--- src/asc_pkg.sv ---
// Constants and types shared by the actuator setpoint configuration block
package asc_pkg;

  // ==========================================================
  // Holding register offsets
  localparam logic [15:0] ASC_OFS_DEADBAND = 16'h9c75;
  localparam logic [15:0] ASC_OFS_CUTOFF = 16'h9c76;
  localparam logic [15:0] ASC_OFS_CLOSE_THR = 16'h9c77;
  localparam logic [15:0] ASC_OFS_OPEN_THR = 16'h9c78;
  localparam logic [15:0] ASC_OFS_CLOSE_CUR = 16'h9c79;
  localparam logic [15:0] ASC_OFS_OPEN_CUR = 16'h9c7a;
  localparam logic [15:0] ASC_OFS_RETRIES = 16'h9c7b;
  localparam logic [15:0] ASC_OFS_SOURCE = 16'h9c83;
  localparam logic [15:0] ASC_OFS_VARIANT = 16'h9c84;

  // ==========================================================
  // Reset values
  localparam logic [15:0] ASC_RST_DEADBAND = 16'h0005;
  localparam logic [15:0] ASC_RST_CUTOFF = 16'h0032;
  localparam logic [15:0] ASC_RST_CLOSE_THR = 16'h0190;
  localparam logic [15:0] ASC_RST_OPEN_THR = 16'h01f4;
  localparam logic [15:0] ASC_RST_CLOSE_CUR = 16'h0028;
  localparam logic [15:0] ASC_RST_OPEN_CUR = 16'h00c8;
  localparam logic [15:0] ASC_RST_RETRIES = 16'h0002;
  localparam logic [15:0] ASC_RST_SOURCE = 16'h0000;
  localparam logic [15:0] ASC_RST_VARIANT = 16'h0001;

  // ==========================================================
  // Accepted value ranges
  localparam logic [15:0] ASC_MIN_ZERO = 16'h0000;
  localparam logic [15:0] ASC_MIN_ONE = 16'h0001;
  localparam logic [15:0] ASC_MAX_DEADBAND = 16'h00fa;
  localparam logic [15:0] ASC_MAX_CUTOFF = 16'h03e7;
  localparam logic [15:0] ASC_MAX_CLOSE_THR = 16'h03e7;
  localparam logic [15:0] ASC_MAX_OPEN_THR = 16'h03e8;
  localparam logic [15:0] ASC_MIN_CUR = 16'h001f;
  localparam logic [15:0] ASC_MAX_CUR = 16'h00dc;
  localparam logic [15:0] ASC_MAX_RETRIES = 16'h0004;
  localparam logic [15:0] ASC_MAX_SOURCE = 16'h0005;
  localparam logic [15:0] ASC_MAX_VARIANT = 16'h000a;

  // ==========================================================
  // Travel positions in tenths of a percent
  localparam logic [15:0] ASC_POS_CLOSED = 16'h0000;
  localparam logic [15:0] ASC_POS_OPEN = 16'h03e8;

  // ==========================================================
  // Command sources and motion states
  typedef enum logic [2:0] {
    ASC_SRC_DUAL_CONTACT = 3'b000,
    ASC_SRC_SINGLE_CONTACT = 3'b001,
    ASC_SRC_LINK_ONOFF = 3'b010,
    ASC_SRC_LINK_POSITION = 3'b011,
    ASC_SRC_LOOP_POSITION = 3'b100,
    ASC_SRC_LOOP_LEVEL = 3'b101
  } asc_source_type;

  typedef enum logic [1:0] {
    ASC_ST_IDLE = 2'b00,
    ASC_ST_MOVE = 2'b01
  } asc_motion_type;

endpackage

--- src/asc_cfg_reg.sv ---
// One range-checked holding register
`timescale 1ns/1ps
module asc_cfg_reg
  import asc_pkg::*;
#(
  parameter logic [15:0] RST_VAL = 16'h0000,
  parameter logic [15:0] LO = 16'h0000,
  parameter logic [15:0] HI = 16'hffff
) (
  input wire logic clk_sys,
  input wire logic sys_rst,
  input wire logic wr_en,
  input wire logic [15:0] wr_data,
  output logic in_range,
  output logic [15:0] value
);

  // ==========================================================
  // Storage
  logic [15:0] value_reg;
  logic [15:0] value_next;

  assign in_range = (wr_data >= LO) && (wr_data <= HI);
  assign value = value_reg;

  always_comb begin
    value_next = value_reg;
    // Out of range writes leave the old value in place
    if (wr_en && in_range) begin
      value_next = wr_data;
    end
  end

  always_ff @(posedge clk_sys or posedge sys_rst) begin
    if (sys_rst) begin
      value_reg <= RST_VAL;
    end else begin
      value_reg <= value_next;
    end
  end

endmodule

--- src/asc_span_check.sv ---
// Deadband distance compare between two positions
`timescale 1ns/1ps
module asc_span_check (
  input wire logic [15:0] pos_a,
  input wire logic [15:0] pos_b,
  input wire logic [15:0] band,
  output logic outside
);

  // ==========================================================
  // Absolute difference
  logic [15:0] diff;

  assign diff = (pos_a >= pos_b) ? pos_a - pos_b : pos_b - pos_a;
  // A zero band still needs some change, else moves would repeat
  assign outside = (diff >= band) && (diff != 16'h0000);

endmodule

--- src/asc_top.sv ---
// Setpoint shaping, motion gating and holding registers of the actuator
// Function
// - Start a move only when command differs from last end by deadband.
// - Positioning command below low travel cutoff drives valve closed.
// - Loop on/off mode closes valve at or below close threshold.
// - Loop on/off mode opens valve when command reaches open threshold.
// - Closed position loop current is reported read-only, default 40.
// - Open position loop current is reported read-only, default 200.
// - On obstruction retry up to configured count while command holds.
// - Control source code selects contact, link or loop command input.
`timescale 1ns/1ps
module asc_top
  import asc_pkg::*;
(
  input wire logic clk_sys,
  input wire logic sys_rst,
  input wire logic [15:0] reg_addr,
  input wire logic [15:0] reg_wdata,
  input wire logic reg_wr,
  input wire logic reg_rd,
  output logic [15:0] reg_rdata,
  output logic reg_ack,
  output logic reg_err,
  input wire logic contact_open_n_pin,
  input wire logic contact_close_n_pin,
  input wire logic [15:0] link_cmd,
  input wire logic [15:0] loop_cmd,
  input wire logic loop_onoff_en,
  input wire logic cal_load,
  input wire logic [15:0] cal_close_ma,
  input wire logic [15:0] cal_open_ma,
  input wire logic [15:0] pos_fb,
  input wire logic move_done,
  input wire logic move_obstructed,
  output logic move_start,
  output logic [15:0] move_target,
  output logic move_busy,
  output logic obstruct_fault,
  output logic [15:0] end_position,
  output logic [2:0] command_source,
  output logic [3:0] valve_variant,
  output logic valve_onoff_open
);

  // ==========================================================
  // Holding registers
  logic [15:0] deadband;
  logic [15:0] cutoff;
  logic [15:0] close_thr;
  logic [15:0] open_thr;
  logic [15:0] close_cur;
  logic [15:0] open_cur;
  logic [15:0] retries_cfg;
  logic [15:0] source_cfg;
  logic [15:0] variant_cfg;
  logic ok_deadband;
  logic ok_cutoff;
  logic ok_close_thr;
  logic ok_open_thr;
  logic ok_retries;
  logic ok_source;
  logic ok_variant;
  logic ok_close_cur;
  logic ok_open_cur;
  logic hit_deadband;
  logic hit_cutoff;
  logic hit_close_thr;
  logic hit_open_thr;
  logic hit_close_cur;
  logic hit_open_cur;
  logic hit_retries;
  logic hit_source;
  logic hit_variant;

  assign hit_deadband = reg_addr == ASC_OFS_DEADBAND;
  assign hit_cutoff = reg_addr == ASC_OFS_CUTOFF;
  assign hit_close_thr = reg_addr == ASC_OFS_CLOSE_THR;
  assign hit_open_thr = reg_addr == ASC_OFS_OPEN_THR;
  assign hit_close_cur = reg_addr == ASC_OFS_CLOSE_CUR;
  assign hit_open_cur = reg_addr == ASC_OFS_OPEN_CUR;
  assign hit_retries = reg_addr == ASC_OFS_RETRIES;
  assign hit_source = reg_addr == ASC_OFS_SOURCE;
  assign hit_variant = reg_addr == ASC_OFS_VARIANT;

  asc_cfg_reg #(.RST_VAL(ASC_RST_DEADBAND), .LO(ASC_MIN_ZERO),
    .HI(ASC_MAX_DEADBAND)) u_deadband (.clk_sys(clk_sys),
    .sys_rst(sys_rst), .wr_en(reg_wr && hit_deadband),
    .wr_data(reg_wdata), .in_range(ok_deadband), .value(deadband));
  asc_cfg_reg #(.RST_VAL(ASC_RST_CUTOFF), .LO(ASC_MIN_ZERO),
    .HI(ASC_MAX_CUTOFF)) u_cutoff (.clk_sys(clk_sys),
    .sys_rst(sys_rst), .wr_en(reg_wr && hit_cutoff),
    .wr_data(reg_wdata), .in_range(ok_cutoff), .value(cutoff));
  asc_cfg_reg #(.RST_VAL(ASC_RST_CLOSE_THR), .LO(ASC_MIN_ZERO),
    .HI(ASC_MAX_CLOSE_THR)) u_close_thr (.clk_sys(clk_sys),
    .sys_rst(sys_rst), .wr_en(reg_wr && hit_close_thr),
    .wr_data(reg_wdata), .in_range(ok_close_thr), .value(close_thr));
  asc_cfg_reg #(.RST_VAL(ASC_RST_OPEN_THR), .LO(ASC_MIN_ONE),
    .HI(ASC_MAX_OPEN_THR)) u_open_thr (.clk_sys(clk_sys),
    .sys_rst(sys_rst), .wr_en(reg_wr && hit_open_thr),
    .wr_data(reg_wdata), .in_range(ok_open_thr), .value(open_thr));
  asc_cfg_reg #(.RST_VAL(ASC_RST_RETRIES), .LO(ASC_MIN_ZERO),
    .HI(ASC_MAX_RETRIES)) u_retries (.clk_sys(clk_sys),
    .sys_rst(sys_rst), .wr_en(reg_wr && hit_retries),
    .wr_data(reg_wdata), .in_range(ok_retries), .value(retries_cfg));
  asc_cfg_reg #(.RST_VAL(ASC_RST_SOURCE), .LO(ASC_MIN_ZERO),
    .HI(ASC_MAX_SOURCE)) u_source (.clk_sys(clk_sys),
    .sys_rst(sys_rst), .wr_en(reg_wr && hit_source),
    .wr_data(reg_wdata), .in_range(ok_source), .value(source_cfg));
  asc_cfg_reg #(.RST_VAL(ASC_RST_VARIANT), .LO(ASC_MIN_ONE),
    .HI(ASC_MAX_VARIANT)) u_variant (.clk_sys(clk_sys),
    .sys_rst(sys_rst), .wr_en(reg_wr && hit_variant),
    .wr_data(reg_wdata), .in_range(ok_variant), .value(variant_cfg));
  // Loop current endpoints are loaded by calibration, never by the host
  asc_cfg_reg #(.RST_VAL(ASC_RST_CLOSE_CUR), .LO(ASC_MIN_CUR),
    .HI(ASC_MAX_CUR)) u_close_cur (.clk_sys(clk_sys),
    .sys_rst(sys_rst), .wr_en(cal_load),
    .wr_data(cal_close_ma), .in_range(ok_close_cur), .value(close_cur));
  asc_cfg_reg #(.RST_VAL(ASC_RST_OPEN_CUR), .LO(ASC_MIN_CUR),
    .HI(ASC_MAX_CUR)) u_open_cur (.clk_sys(clk_sys),
    .sys_rst(sys_rst), .wr_en(cal_load),
    .wr_data(cal_open_ma), .in_range(ok_open_cur), .value(open_cur));

  assign command_source = source_cfg[2:0];
  assign valve_variant = variant_cfg[3:0];

  // ==========================================================
  // Register access answer
  logic [15:0] rdata_reg;
  logic [15:0] rdata_next;
  logic ack_reg;
  logic ack_next;
  logic err_reg;
  logic err_next;

  always_comb begin
    rdata_next = rdata_reg;
    ack_next = reg_wr || reg_rd;
    err_next = 1'b0;
    if (reg_wr) begin
      case (1'b1)
        hit_deadband: err_next = !ok_deadband;
        hit_cutoff: err_next = !ok_cutoff;
        hit_close_thr: err_next = !ok_close_thr;
        hit_open_thr: err_next = !ok_open_thr;
        hit_retries: err_next = !ok_retries;
        hit_source: err_next = !ok_source;
        hit_variant: err_next = !ok_variant;
        default: err_next = 1'b1;
      endcase
    end else if (reg_rd) begin
      err_next = 1'b0;
      case (1'b1)
        hit_deadband: rdata_next = deadband;
        hit_cutoff: rdata_next = cutoff;
        hit_close_thr: rdata_next = close_thr;
        hit_open_thr: rdata_next = open_thr;
        hit_close_cur: rdata_next = close_cur;
        hit_open_cur: rdata_next = open_cur;
        hit_retries: rdata_next = retries_cfg;
        hit_source: rdata_next = source_cfg;
        hit_variant: rdata_next = variant_cfg;
        default: begin
          rdata_next = 16'h0000;
          err_next = 1'b1;
        end
      endcase
    end
  end

  always_ff @(posedge clk_sys or posedge sys_rst) begin
    if (sys_rst) begin
      rdata_reg <= 16'h0000;
      ack_reg <= 1'b0;
      err_reg <= 1'b0;
    end else begin
      rdata_reg <= rdata_next;
      ack_reg <= ack_next;
      err_reg <= err_next;
    end
  end

  assign reg_rdata = rdata_reg;
  assign reg_ack = ack_reg;
  assign reg_err = err_reg;

  // ==========================================================
  // Contact synchronisers and on/off state
  logic [1:0] open_sync_reg;
  logic [1:0] close_sync_reg;
  logic open_made;
  logic close_made;
  logic onoff_reg;
  logic onoff_next;
  logic loop_onoff;

  always_ff @(posedge clk_sys or posedge sys_rst) begin
    if (sys_rst) begin
      open_sync_reg <= 2'b11;
      close_sync_reg <= 2'b11;
    end else begin
      open_sync_reg <= {open_sync_reg[0], contact_open_n_pin};
      close_sync_reg <= {close_sync_reg[0], contact_close_n_pin};
    end
  end

  assign open_made = !open_sync_reg[1];
  assign close_made = !close_sync_reg[1];
  assign loop_onoff = loop_onoff_en &&
    (command_source == ASC_SRC_LOOP_POSITION ||
     command_source == ASC_SRC_LOOP_LEVEL);

  always_comb begin
    onoff_next = onoff_reg;
    if (loop_onoff) begin
      // Between the thresholds the last state holds, as a hysteresis band
      if (loop_cmd <= close_thr) begin
        onoff_next = 1'b0;
      end else if (loop_cmd >= open_thr) begin
        onoff_next = 1'b1;
      end
    end else begin
      case (command_source)
        ASC_SRC_DUAL_CONTACT: begin
          if (open_made && !close_made) begin
            onoff_next = 1'b1;
          end else if (close_made && !open_made) begin
            onoff_next = 1'b0;
          end
        end
        ASC_SRC_SINGLE_CONTACT: onoff_next = open_made;
        ASC_SRC_LINK_ONOFF: onoff_next = link_cmd != ASC_POS_CLOSED;
        default: onoff_next = onoff_reg;
      endcase
    end
  end

  always_ff @(posedge clk_sys or posedge sys_rst) begin
    if (sys_rst) begin
      onoff_reg <= 1'b0;
    end else begin
      onoff_reg <= onoff_next;
    end
  end

  assign valve_onoff_open = onoff_reg;

  // ==========================================================
  // Command target
  logic positioning;
  logic [15:0] raw_cmd;
  logic [15:0] cmd_target;

  assign positioning = !loop_onoff &&
    (command_source == ASC_SRC_LINK_POSITION ||
     command_source == ASC_SRC_LOOP_POSITION ||
     command_source == ASC_SRC_LOOP_LEVEL);
  assign raw_cmd = (command_source == ASC_SRC_LINK_POSITION) ?
    link_cmd : loop_cmd;

  always_comb begin
    cmd_target = onoff_reg ? ASC_POS_OPEN : ASC_POS_CLOSED;
    if (positioning) begin
      if (raw_cmd < cutoff) begin
        cmd_target = ASC_POS_CLOSED;
      end else if (raw_cmd > ASC_POS_OPEN) begin
        cmd_target = ASC_POS_OPEN;
      end else begin
        cmd_target = raw_cmd;
      end
    end
  end

  // ==========================================================
  // Motion gating and obstruction retries
  asc_motion_type state_reg;
  asc_motion_type state_next;
  logic [15:0] target_reg;
  logic [15:0] target_next;
  logic [15:0] end_reg;
  logic [15:0] end_next;
  logic [2:0] left_reg;
  logic [2:0] left_next;
  logic fault_reg;
  logic fault_next;
  logic new_move;
  logic cmd_moved;

  asc_span_check u_span_new (.pos_a(cmd_target), .pos_b(end_reg),
    .band(deadband), .outside(new_move));
  asc_span_check u_span_retry (.pos_a(cmd_target), .pos_b(target_reg),
    .band(deadband), .outside(cmd_moved));

  always_comb begin
    state_next = state_reg;
    target_next = target_reg;
    end_next = end_reg;
    left_next = left_reg;
    fault_next = fault_reg;
    move_start = 1'b0;
    case (state_reg)
      ASC_ST_IDLE: begin
        // After a give-up only a real command change may try again
        if (new_move && !(fault_reg && !cmd_moved)) begin
          move_start = 1'b1;
          target_next = cmd_target;
          left_next = retries_cfg[2:0];
          fault_next = 1'b0;
          state_next = ASC_ST_MOVE;
        end
      end
      ASC_ST_MOVE: begin
        if (move_done) begin
          end_next = pos_fb;
          state_next = ASC_ST_IDLE;
        end else if (move_obstructed) begin
          if (left_reg != 3'b000 && !cmd_moved) begin
            move_start = 1'b1;
            left_next = left_reg - 3'b001;
          end else begin
            end_next = pos_fb;
            fault_next = 1'b1;
            state_next = ASC_ST_IDLE;
          end
        end
      end
      default: state_next = ASC_ST_IDLE;
    endcase
  end

  always_ff @(posedge clk_sys or posedge sys_rst) begin
    if (sys_rst) begin
      state_reg <= ASC_ST_IDLE;
      target_reg <= ASC_POS_CLOSED;
      end_reg <= ASC_POS_CLOSED;
      left_reg <= 3'b000;
      fault_reg <= 1'b0;
    end else begin
      state_reg <= state_next;
      target_reg <= target_next;
      end_reg <= end_next;
      left_reg <= left_next;
      fault_reg <= fault_next;
    end
  end

  assign move_target = target_reg;
  assign move_busy = state_reg == ASC_ST_MOVE;
  assign obstruct_fault = fault_reg;
  assign end_position = end_reg;

  logic [15:0] chk_diff;
  assign chk_diff = (cmd_target >= end_reg) ?
    cmd_target - end_reg : end_reg - cmd_target;
endmodule

--- config.mk ---
export PLATFORM = sky130hd
export DESIGN_NAME = asc_top
export DESIGN_NICKNAME = d
export VERILOG_FILES = /design/src/asc_pkg.sv /design/src/asc_cfg_reg.sv /design/src/asc_span_check.sv /design/src/asc_top.sv
export SDC_FILE = /design/constraint.sdc
export NUM_CORES = 1
export LEC_CHECK = 0
export BUFFER_PORTS_ARGS = -buffer_cell sky130_fd_sc_hd__buf_4
export CAP_MARGIN = 40
export CORE_AREA = 5 5 177 179
export DETAILED_ROUTE_END_ITERATION = 6
export DIE_AREA = 0 0 182 184
export PLACE_DENSITY = 0.69
export RECOVER_POWER = 100
export SLEW_MARGIN = 0
export SYNTH_ARGS = -nofsm -noshare
export SYNTH_HDL_FRONTEND = slang
export SYNTH_SLANG_ARGS = --single-unit
export TNS_END_PERCENT = 20
--- constraint.sdc ---
create_clock -name clk_sys -period 9.45 [get_ports clk_sys]
set_clock_uncertainty 0.05 [all_clocks]
set_input_delay 0 -clock clk_sys [delete_from_list [all_inputs] [get_ports clk_sys]]
set_output_delay 0 -clock clk_sys [all_outputs]
set_load 0.05 [all_outputs]
Yosys cells after proc, flatten, opt, wreduce, memory -nomap -nowiden
Cells that the tools add are included.
{"block": "word_totals", "output_inout_bits": 61, "regBits": 205, "mem_count": 0, "latch_bits": 0, "mem_bits_ro": 0, "in_bits": 122, "ram_bits": 0}
{"block": "op_classes", "mul": 0, "n_mux": 63, "add_sub_neg": 5, "bitwise_logic": 1, "magnitude_cmp": 20, "reduce_logical": 64, "eq_ne": 25, "n_div": 0, "shifts": 0}
{"op": "16-bit 2-to-1 mux", "count": 18}
{"op": "16-bit equality test, second input constant", "count": 9}
{"op": "16-bit >= comparator", "count": 5}
{"op": "16-bit subtractor", "count": 4}
{"op": "16-bit by 8-bit <= comparator with 1-bit output, second input constant", "count": 3}
{"op": "16-bit nonzero test", "count": 3}
{"op": "1-bit logical AND", "count": 33}
{"op": "16-bit by 1-bit >= comparator with 1-bit output, second input constant", "count": 2}
{"op": "16-bit by 5-bit >= comparator with 1-bit output, second input constant", "count": 2}
{"op": "16-bit by 10-bit <= comparator with 1-bit output, second input constant", "count": 2}
{"op": "16-bit by 3-bit <= comparator with 1-bit output, second input constant", "count": 2}
{"op": "1-bit 2-to-1 mux", "count": 31}
{"op": "16-bit by 10-bit > comparator with 1-bit output, second input constant", "count": 1}
{"op": "16-bit <= comparator", "count": 1}
{"op": "16-bit by 4-bit <= comparator with 1-bit output, second input constant", "count": 1}
{"op": "16-bit less-than comparator", "count": 1}
{"op": "3-bit 2-to-1 mux", "count": 4}
{"op": "1-bit zero test", "count": 11}
{"op": "10-bit 2-to-1 mux", "count": 1}
{"op": "2-bit inequality test, second input constant", "count": 5}
{"op": "5-bit AND reduction", "count": 2}
{"op": "3-bit AND reduction", "count": 3}
{"op": "2-bit 2-to-1 mux", "count": 4}
{"op": "3-bit by 2-bit equality test with 1-bit output, second input constant", "count": 2}
{"op": "20 further kinds", "count": 28}

Depth between registers and ports, before layout
{"block": "depth", "word_depth": 16, "mapped_depth": 35, "mapped_depth_nobuf": 31}

Hierarchy
A second synthesis with hierarchy kept.
{"block": "unflattened", "cells_unflattened": 1611, "hier_area_um2": 15328.5}
{"mod": "asc_top", "n_inst": 1, "cells_per_inst": 673, "seq_area_each_um2": 1506.4, "area_per_inst_um2": 5616.6}
{"mod": "asc_span_check at u_span_new", "n_inst": 1, "cells_per_inst": 280, "seq_area_each_um2": 0.0, "area_per_inst_um2": 2021.9}
{"mod": "asc_span_check at u_span_retry", "n_inst": 1, "cells_per_inst": 267, "seq_area_each_um2": 0.0, "area_per_inst_um2": 1903.1}
{"mod": "asc_cfg_reg at u_close_thr ...", "n_inst": 2, "cells_per_inst": 40, "seq_area_each_um2": 404.1, "area_per_inst_um2": 633.1}
{"mod": "asc_cfg_reg at u_variant", "n_inst": 1, "cells_per_inst": 42, "seq_area_each_um2": 401.6, "area_per_inst_um2": 679.4}
{"mod": "asc_cfg_reg at u_source", "n_inst": 1, "cells_per_inst": 41, "seq_area_each_um2": 400.4, "area_per_inst_um2": 678.2}
{"mod": "asc_cfg_reg at u_open_thr", "n_inst": 1, "cells_per_inst": 47, "seq_area_each_um2": 407.9, "area_per_inst_um2": 661.9}
{"mod": "asc_cfg_reg at u_open_cur", "n_inst": 1, "cells_per_inst": 47, "seq_area_each_um2": 404.1, "area_per_inst_um2": 640.6}
{"mod": "asc_cfg_reg at u_close_cur", "n_inst": 1, "cells_per_inst": 47, "seq_area_each_um2": 402.9, "area_per_inst_um2": 639.4}
{"mod": "asc_cfg_reg at u_deadband", "n_inst": 1, "cells_per_inst": 43, "seq_area_each_um2": 402.9, "area_per_inst_um2": 615.6}
{"mod": "asc_cfg_reg at u_retries", "n_inst": 1, "cells_per_inst": 44, "seq_area_each_um2": 401.6, "area_per_inst_um2": 605.6}

Worst setup path after synthesis
OpenSTA, ideal clock, no wires.
{"block": "synth_timing", "path_kind": "register to output", "start": "register u_source.value_reg[2] (netlist: u_source.value[2])", "end": "output port move_start", "path_stages_with_launch": 32, "t_arrival_ps": 7578, "slack_ps": 1822, "n_path_buf": 4, "path_cell_list": "dfrtp_1 nand3b_1 clkbuf_1 buf_1 mux2i_1 inv_1 ha_1 a21o_1 a21o_1 a211oi_1 o21bai_1 a211oi_1 a21o_1 a21oi_1 ha_1 buf_4 nand4_4 nor4_2 a221o_1 buf_6 nor2_2 o41ai_2 xnor2_1 ha_1 a21o_1 a21o_1 a2111oi_0 o211ai_1 a221o_1 or2_2 o41a_1 o21bai_1"}
{"block": "synth_via", "elab_chain_cells": 16, "word_cells_on_any_way": 39}
{"element": "from (decl)", "line": "asc_cfg_reg.sv:20", "text": "logic [15:0] value_reg;"}
{"element": "from (signal assigned)", "line": "asc_cfg_reg.sv:38", "text": "value_reg <= value_next;"}
{"element": "3-bit by 2-bit equality test with 1-bit output, or another cell as far along", "line": "asc_top.sv:254, asc_top.sv:257"}
{"element": "16-bit 2-to-1 mux or 1-bit logical OR (tied branches)", "line": "asc_top.sv:257, asc_top.sv:209"}
{"element": "16-bit by 10-bit > comparator with 1-bit output or 1-bit logical AND (tied branches)", "line": "asc_top.sv:265, asc_top.sv:208"}
{"element": "16-bit 2-to-1 mux or 1-bit zero test (tied branches)", "line": "asc_top.sv:265, asc_top.sv:253"}
{"element": "16-bit 2-to-1 mux or 1-bit logical AND (tied branches)", "line": "asc_top.sv:263, asc_top.sv:253"}
{"element": "16-bit 2-to-1 mux (*)", "line": "asc_top.sv:262", "text": "if (positioning) begin"}
{"element": "net cmd_target[9]", "line": "asc_top.sv:251", "text": "logic [15:0] cmd_target;"}
{"element": "16-bit subtractor or 16-bit >= comparator (tied branches)", "line": "asc_span_check.sv:14", "text": "assign diff = (pos_a >= pos_b) ? pos_a - pos_b : pos_b - pos_a;"}
{"element": "16-bit 2-to-1 mux", "line": "asc_span_check.sv:14"}
{"element": "16-bit >= comparator or 16-bit nonzero test (tied branches)", "line": "asc_span_check.sv:16", "text": "assign outside = (diff >= band) && (diff != 16'h0000);"}
{"element": "1-bit logical AND", "line": "asc_span_check.sv:16"}
{"element": "1-bit zero test", "line": "asc_top.sv:303, asc_top.sv:316"}
{"element": "1-bit logical AND (on tied branches)", "line": "asc_top.sv:316, asc_top.sv:303"}
{"element": "1-bit 2-to-1 mux or 1-bit zero test (tied branches)", "line": "asc_top.sv:316, asc_top.sv:303"}
{"element": "1-bit 2-to-1 mux or 1-bit logical AND (tied branches)", "line": "asc_top.sv:315, asc_top.sv:303"}
{"element": "1-bit 2-to-1 mux (on tied branches)", "line": "asc_top.sv:312, asc_top.sv:303"}
{"element": "1-bit one-hot mux with 2 select lines (*)", "line": "asc_top.sv:300", "text": "case (state_reg)"}
{"element": "to (decl)", "line": "asc_top.sv:35", "text": "output logic move_start,"}
Mark *: on every way through the listed nets, which the timed path passes. The rest lies on a longest branch.

Worst setup path in the final report
Ends and elaborated chain as after synthesis.

==> reports/qor.yml <==
final_layout_size_suffix_gt1_frac: 0.173
max_freq_mhz: 114
netlist_area_um2: 14500
reg2reg_depth: 30
end_kind: "output pin"
layout.cells.non_filler: 2209
yosysTopAreaCellShare: 0.310
ys_ff_latch: 204
htreeDepth: 1
die_x_um: 182
cp.arrival_ns: 8.73
cts_buffers: 25
final-hold-violation-count: 0
cp.required_ns: 9.40
r2r_setup_slack_ns: 0.80
max_slew.worst_pin.slew_ns: 2.43
first_iter_violations: 1251
max-slew-margin-rel: -0.629
routed_wl_um: 47200
synth_area_per_cell_um2: 9.27
violations: "DRC, capacitance limit, slew limit"
cp_slowest_cell: "dfrtp_1"
yosysWarnings: 0
place_inst: 2096
post_dp_cell_area_um2: 16200
period_share: 0.929
ys_seq_area_frac: 0.355
worst_slack_ns: 0.672
core-area_um2: 29400
path_class: "reg -> out"
status: "finished, violations left"
hold_class: "in -> reg"
ios: 183
grt_pass1_wl_um: 73300
grtUsageTotal: 0.274
synth-edff-count: 0
overflow: 0
ant_nets: 0
leakagePower_nw: 8.39
clk_pin_slew_ns: 0.06
pwr_density_cell_nw_per_um2: 210
ys.flop_type: "dfrtp_1"
drv_slew: 49
antenna_found_initial: 0
pre_cts_ws_ns: 0.958
cts_tree: "yes"
die_h_um: 184
synth_cells: 1561
vias: 12990
die_area_um2: 33500
root_buffer: "clkbuf_16"
cts_max_path_buffers: 3
cts_num_sinks: 204
syn2layout_area_growth_pct: 20.9
cp_common_cell: "a21o_1"
startpoint_type: "flop"
rsz0062_at_grt: "no"
synthTopCellsByArea: "dfrtp_1 31%, ha_1 12%, mux2_2 6.3%"
fin_tns_setup_ns: 0
reg2reg_to: "obstruct_fault$_DFFE_PP0P_"
whs_ns: 0.0709
portBuffers: 182
yosysTopAreaCell: "dfrtp_1"
fin_area_um2: 17500
endpoint: "move_start"
critPathLaunch: "u_source.value[2]$_DFFE_PP0P_"
yosysMostFrequentCell: "dfrtp_1"
max-cap-violations: 1
synth_common_cells: "179 x dfrtp_1, 147 x inv_1, 143 x ha_1, 114 x a21oi_1, 106 x nand2_1"
grt_max_degree: 95
place.gp.congestion: 0.911
async_flop_share: 1.00
drt-pass1-iter-count: 7
hpwl_um: 35800
row_count: 63
insertion_delay_ns: 0.55
first_global_vias: 12806
fillers: 2630
nNetsFinal: 2069
drc: 4
finalCriticalPeriod_ns: 8.78
ir_drop_v: 0.000129
finalSetupViolCount: 0
start_util: 0.492
diodes: 0
synth_cell_types: 83
cpPeakStageDelay_ns: 0.60
r2r-start: "u_source.value[2]$_DFFE_PP0P_"
cp_max_fo: 22
via_per_inst: 5.88
wl_per_cell_um: 21.3
metrics by stage:
step / total power, mW / util
after floorplan: 2.23 / -
after global placement: 2.69 / 0.551
after detailed placement: 2.71 / 0.552
after CTS: 3.71 / 0.602
after global routing: 3.89 / 0.595
final: 3.68 / 0.595
kinds of logic (layout without fill, tap and decap cells):
| group | count (synthesis) | in the layout | synth area share |
|---|---|---|---|
| XOR/XNOR | 18 | 18 | 0.0109 |
| AND/OR/NAND/NOR | 435 | 435 | 0.157 |
| adder cells (fa/ha/maj) | 147 | 147 | 0.129 |
| multiplexers | 113 | 113 | 0.0886 |
| AO/OA/AOI/OAI | 416 | 416 | 0.195 |
| buffers and inverters | 226 | 464 | 0.0637 |
| flip-flops | 204 | 204 | 0.355 |
| other | 2 | 22 | 0.000519 |
per-layer routing:
layer  track usage  vias to the layer above  wire [um]
met5             0                        -          0
met4        0.0636                        0       1070
met3        0.0461                       66       3840
met2         0.428                      549      21200
met1         0.401                     6268      21100
li1              -                     6107          -
worst min-delay path by stage:
| stage | startpoint | endpoint | slack (ns) | cells after the start |
|---|---|---|---|---|
| after floorplan | contact_close_n_pin | close_sync_reg[0]$_DFF_PP1_ | -0.05 | 0 |
| after global placement | contact_close_n_pin | close_sync_reg[0]$_DFF_PP1_ | 0.06 | 1 |
| after detailed placement | sys_rst | u_close_thr.value[12]$_DFFE_PP0P_ | -0.02 | 2 |
| after CTS | contact_close_n_pin | close_sync_reg[0]$_DFF_PP1_ | 0.04 | 2 |
| after global routing | contact_open_n_pin | open_sync_reg[0]$_DFF_PP1_ | 0.08 | 2 |
| final | contact_open_n_pin | open_sync_reg[0]$_DFF_PP1_ | 0.07 | 2 |
power by group:
group	switching (mW)	leakage, nW	internal (mW)
logic	1.08	5.48	0.635
registers	0.0630	2.52	0.931
clock network	0.392	0.399	0.571
area by class of cell:
cell class	instances	area, um2	area share
Clock buffer	38	704	0.0403
Clock inverter	8	109	0.00622
Inverter	147	553	0.0316
Multi-Input combinational cell	1151	8500	0.486
Sequential cell	204	5140	0.294
Tap cell	390	488	0.0279
Timing Repair Buffer	271	1990	0.114
placed cells by master, fill, tap and decap left out, types with 7 or more instances in the layout:
master / instances
dfrtp_1: 179
inv_1: 146
ha_1: 143
buf_4: 140
a21oi_1: 114
nand2_1: 106
nor2_1: 84
mux2_2: 81
clkbuf_1: 71
o21ai_0: 67
dlygate4sd3_1: 64
and2_1: 52
a21o_1: 41
nand3_1: 31
nor2b_1: 28
mux2i_1: 25
clkbuf_16: 25
dfstp_2: 25
conb_1: 22
nor4_1: 21
a211oi_1: 21
nor3_1: 19
a222oi_1: 17
nand4_1: 16
o211ai_1: 16
a31oi_1: 15
nand2b_1: 14
xnor2_1: 13
and3_1: 12
o21bai_1: 12
o21a_1: 12
a221oi_1: 10
o221ai_1: 10
o22ai_1: 10
o2111ai_1: 7
nand3b_1: 7
a221o_1: 7
timing repair:
| action | CTS | global route |
|---|---|---|
| hold buffers | 64 | 0 |
| hold endpoints to repair | 237 | 0 |
| gates resized for setup | 0 | 3 |
| setup buffers | 0 | 3 |
| setup endpoints to repair | 0 | 2 |
worst max-delay path: cells and delay by family, from the launching register on:
family | cells | cell delay [ns]
adder cells (fa/ha/maj) | 3 | 1.09
flip-flops | 1 | 0.60
buffers and inverters | 4 | 0.65
AND/OR/NAND/NOR | 3 | 0.86
AO/OA/AOI/OAI | 17 | 4.40
multiplexers | 1 | 0.26
XOR/XNOR | 1 | 0.29
(Power assumes the default switching activity.)
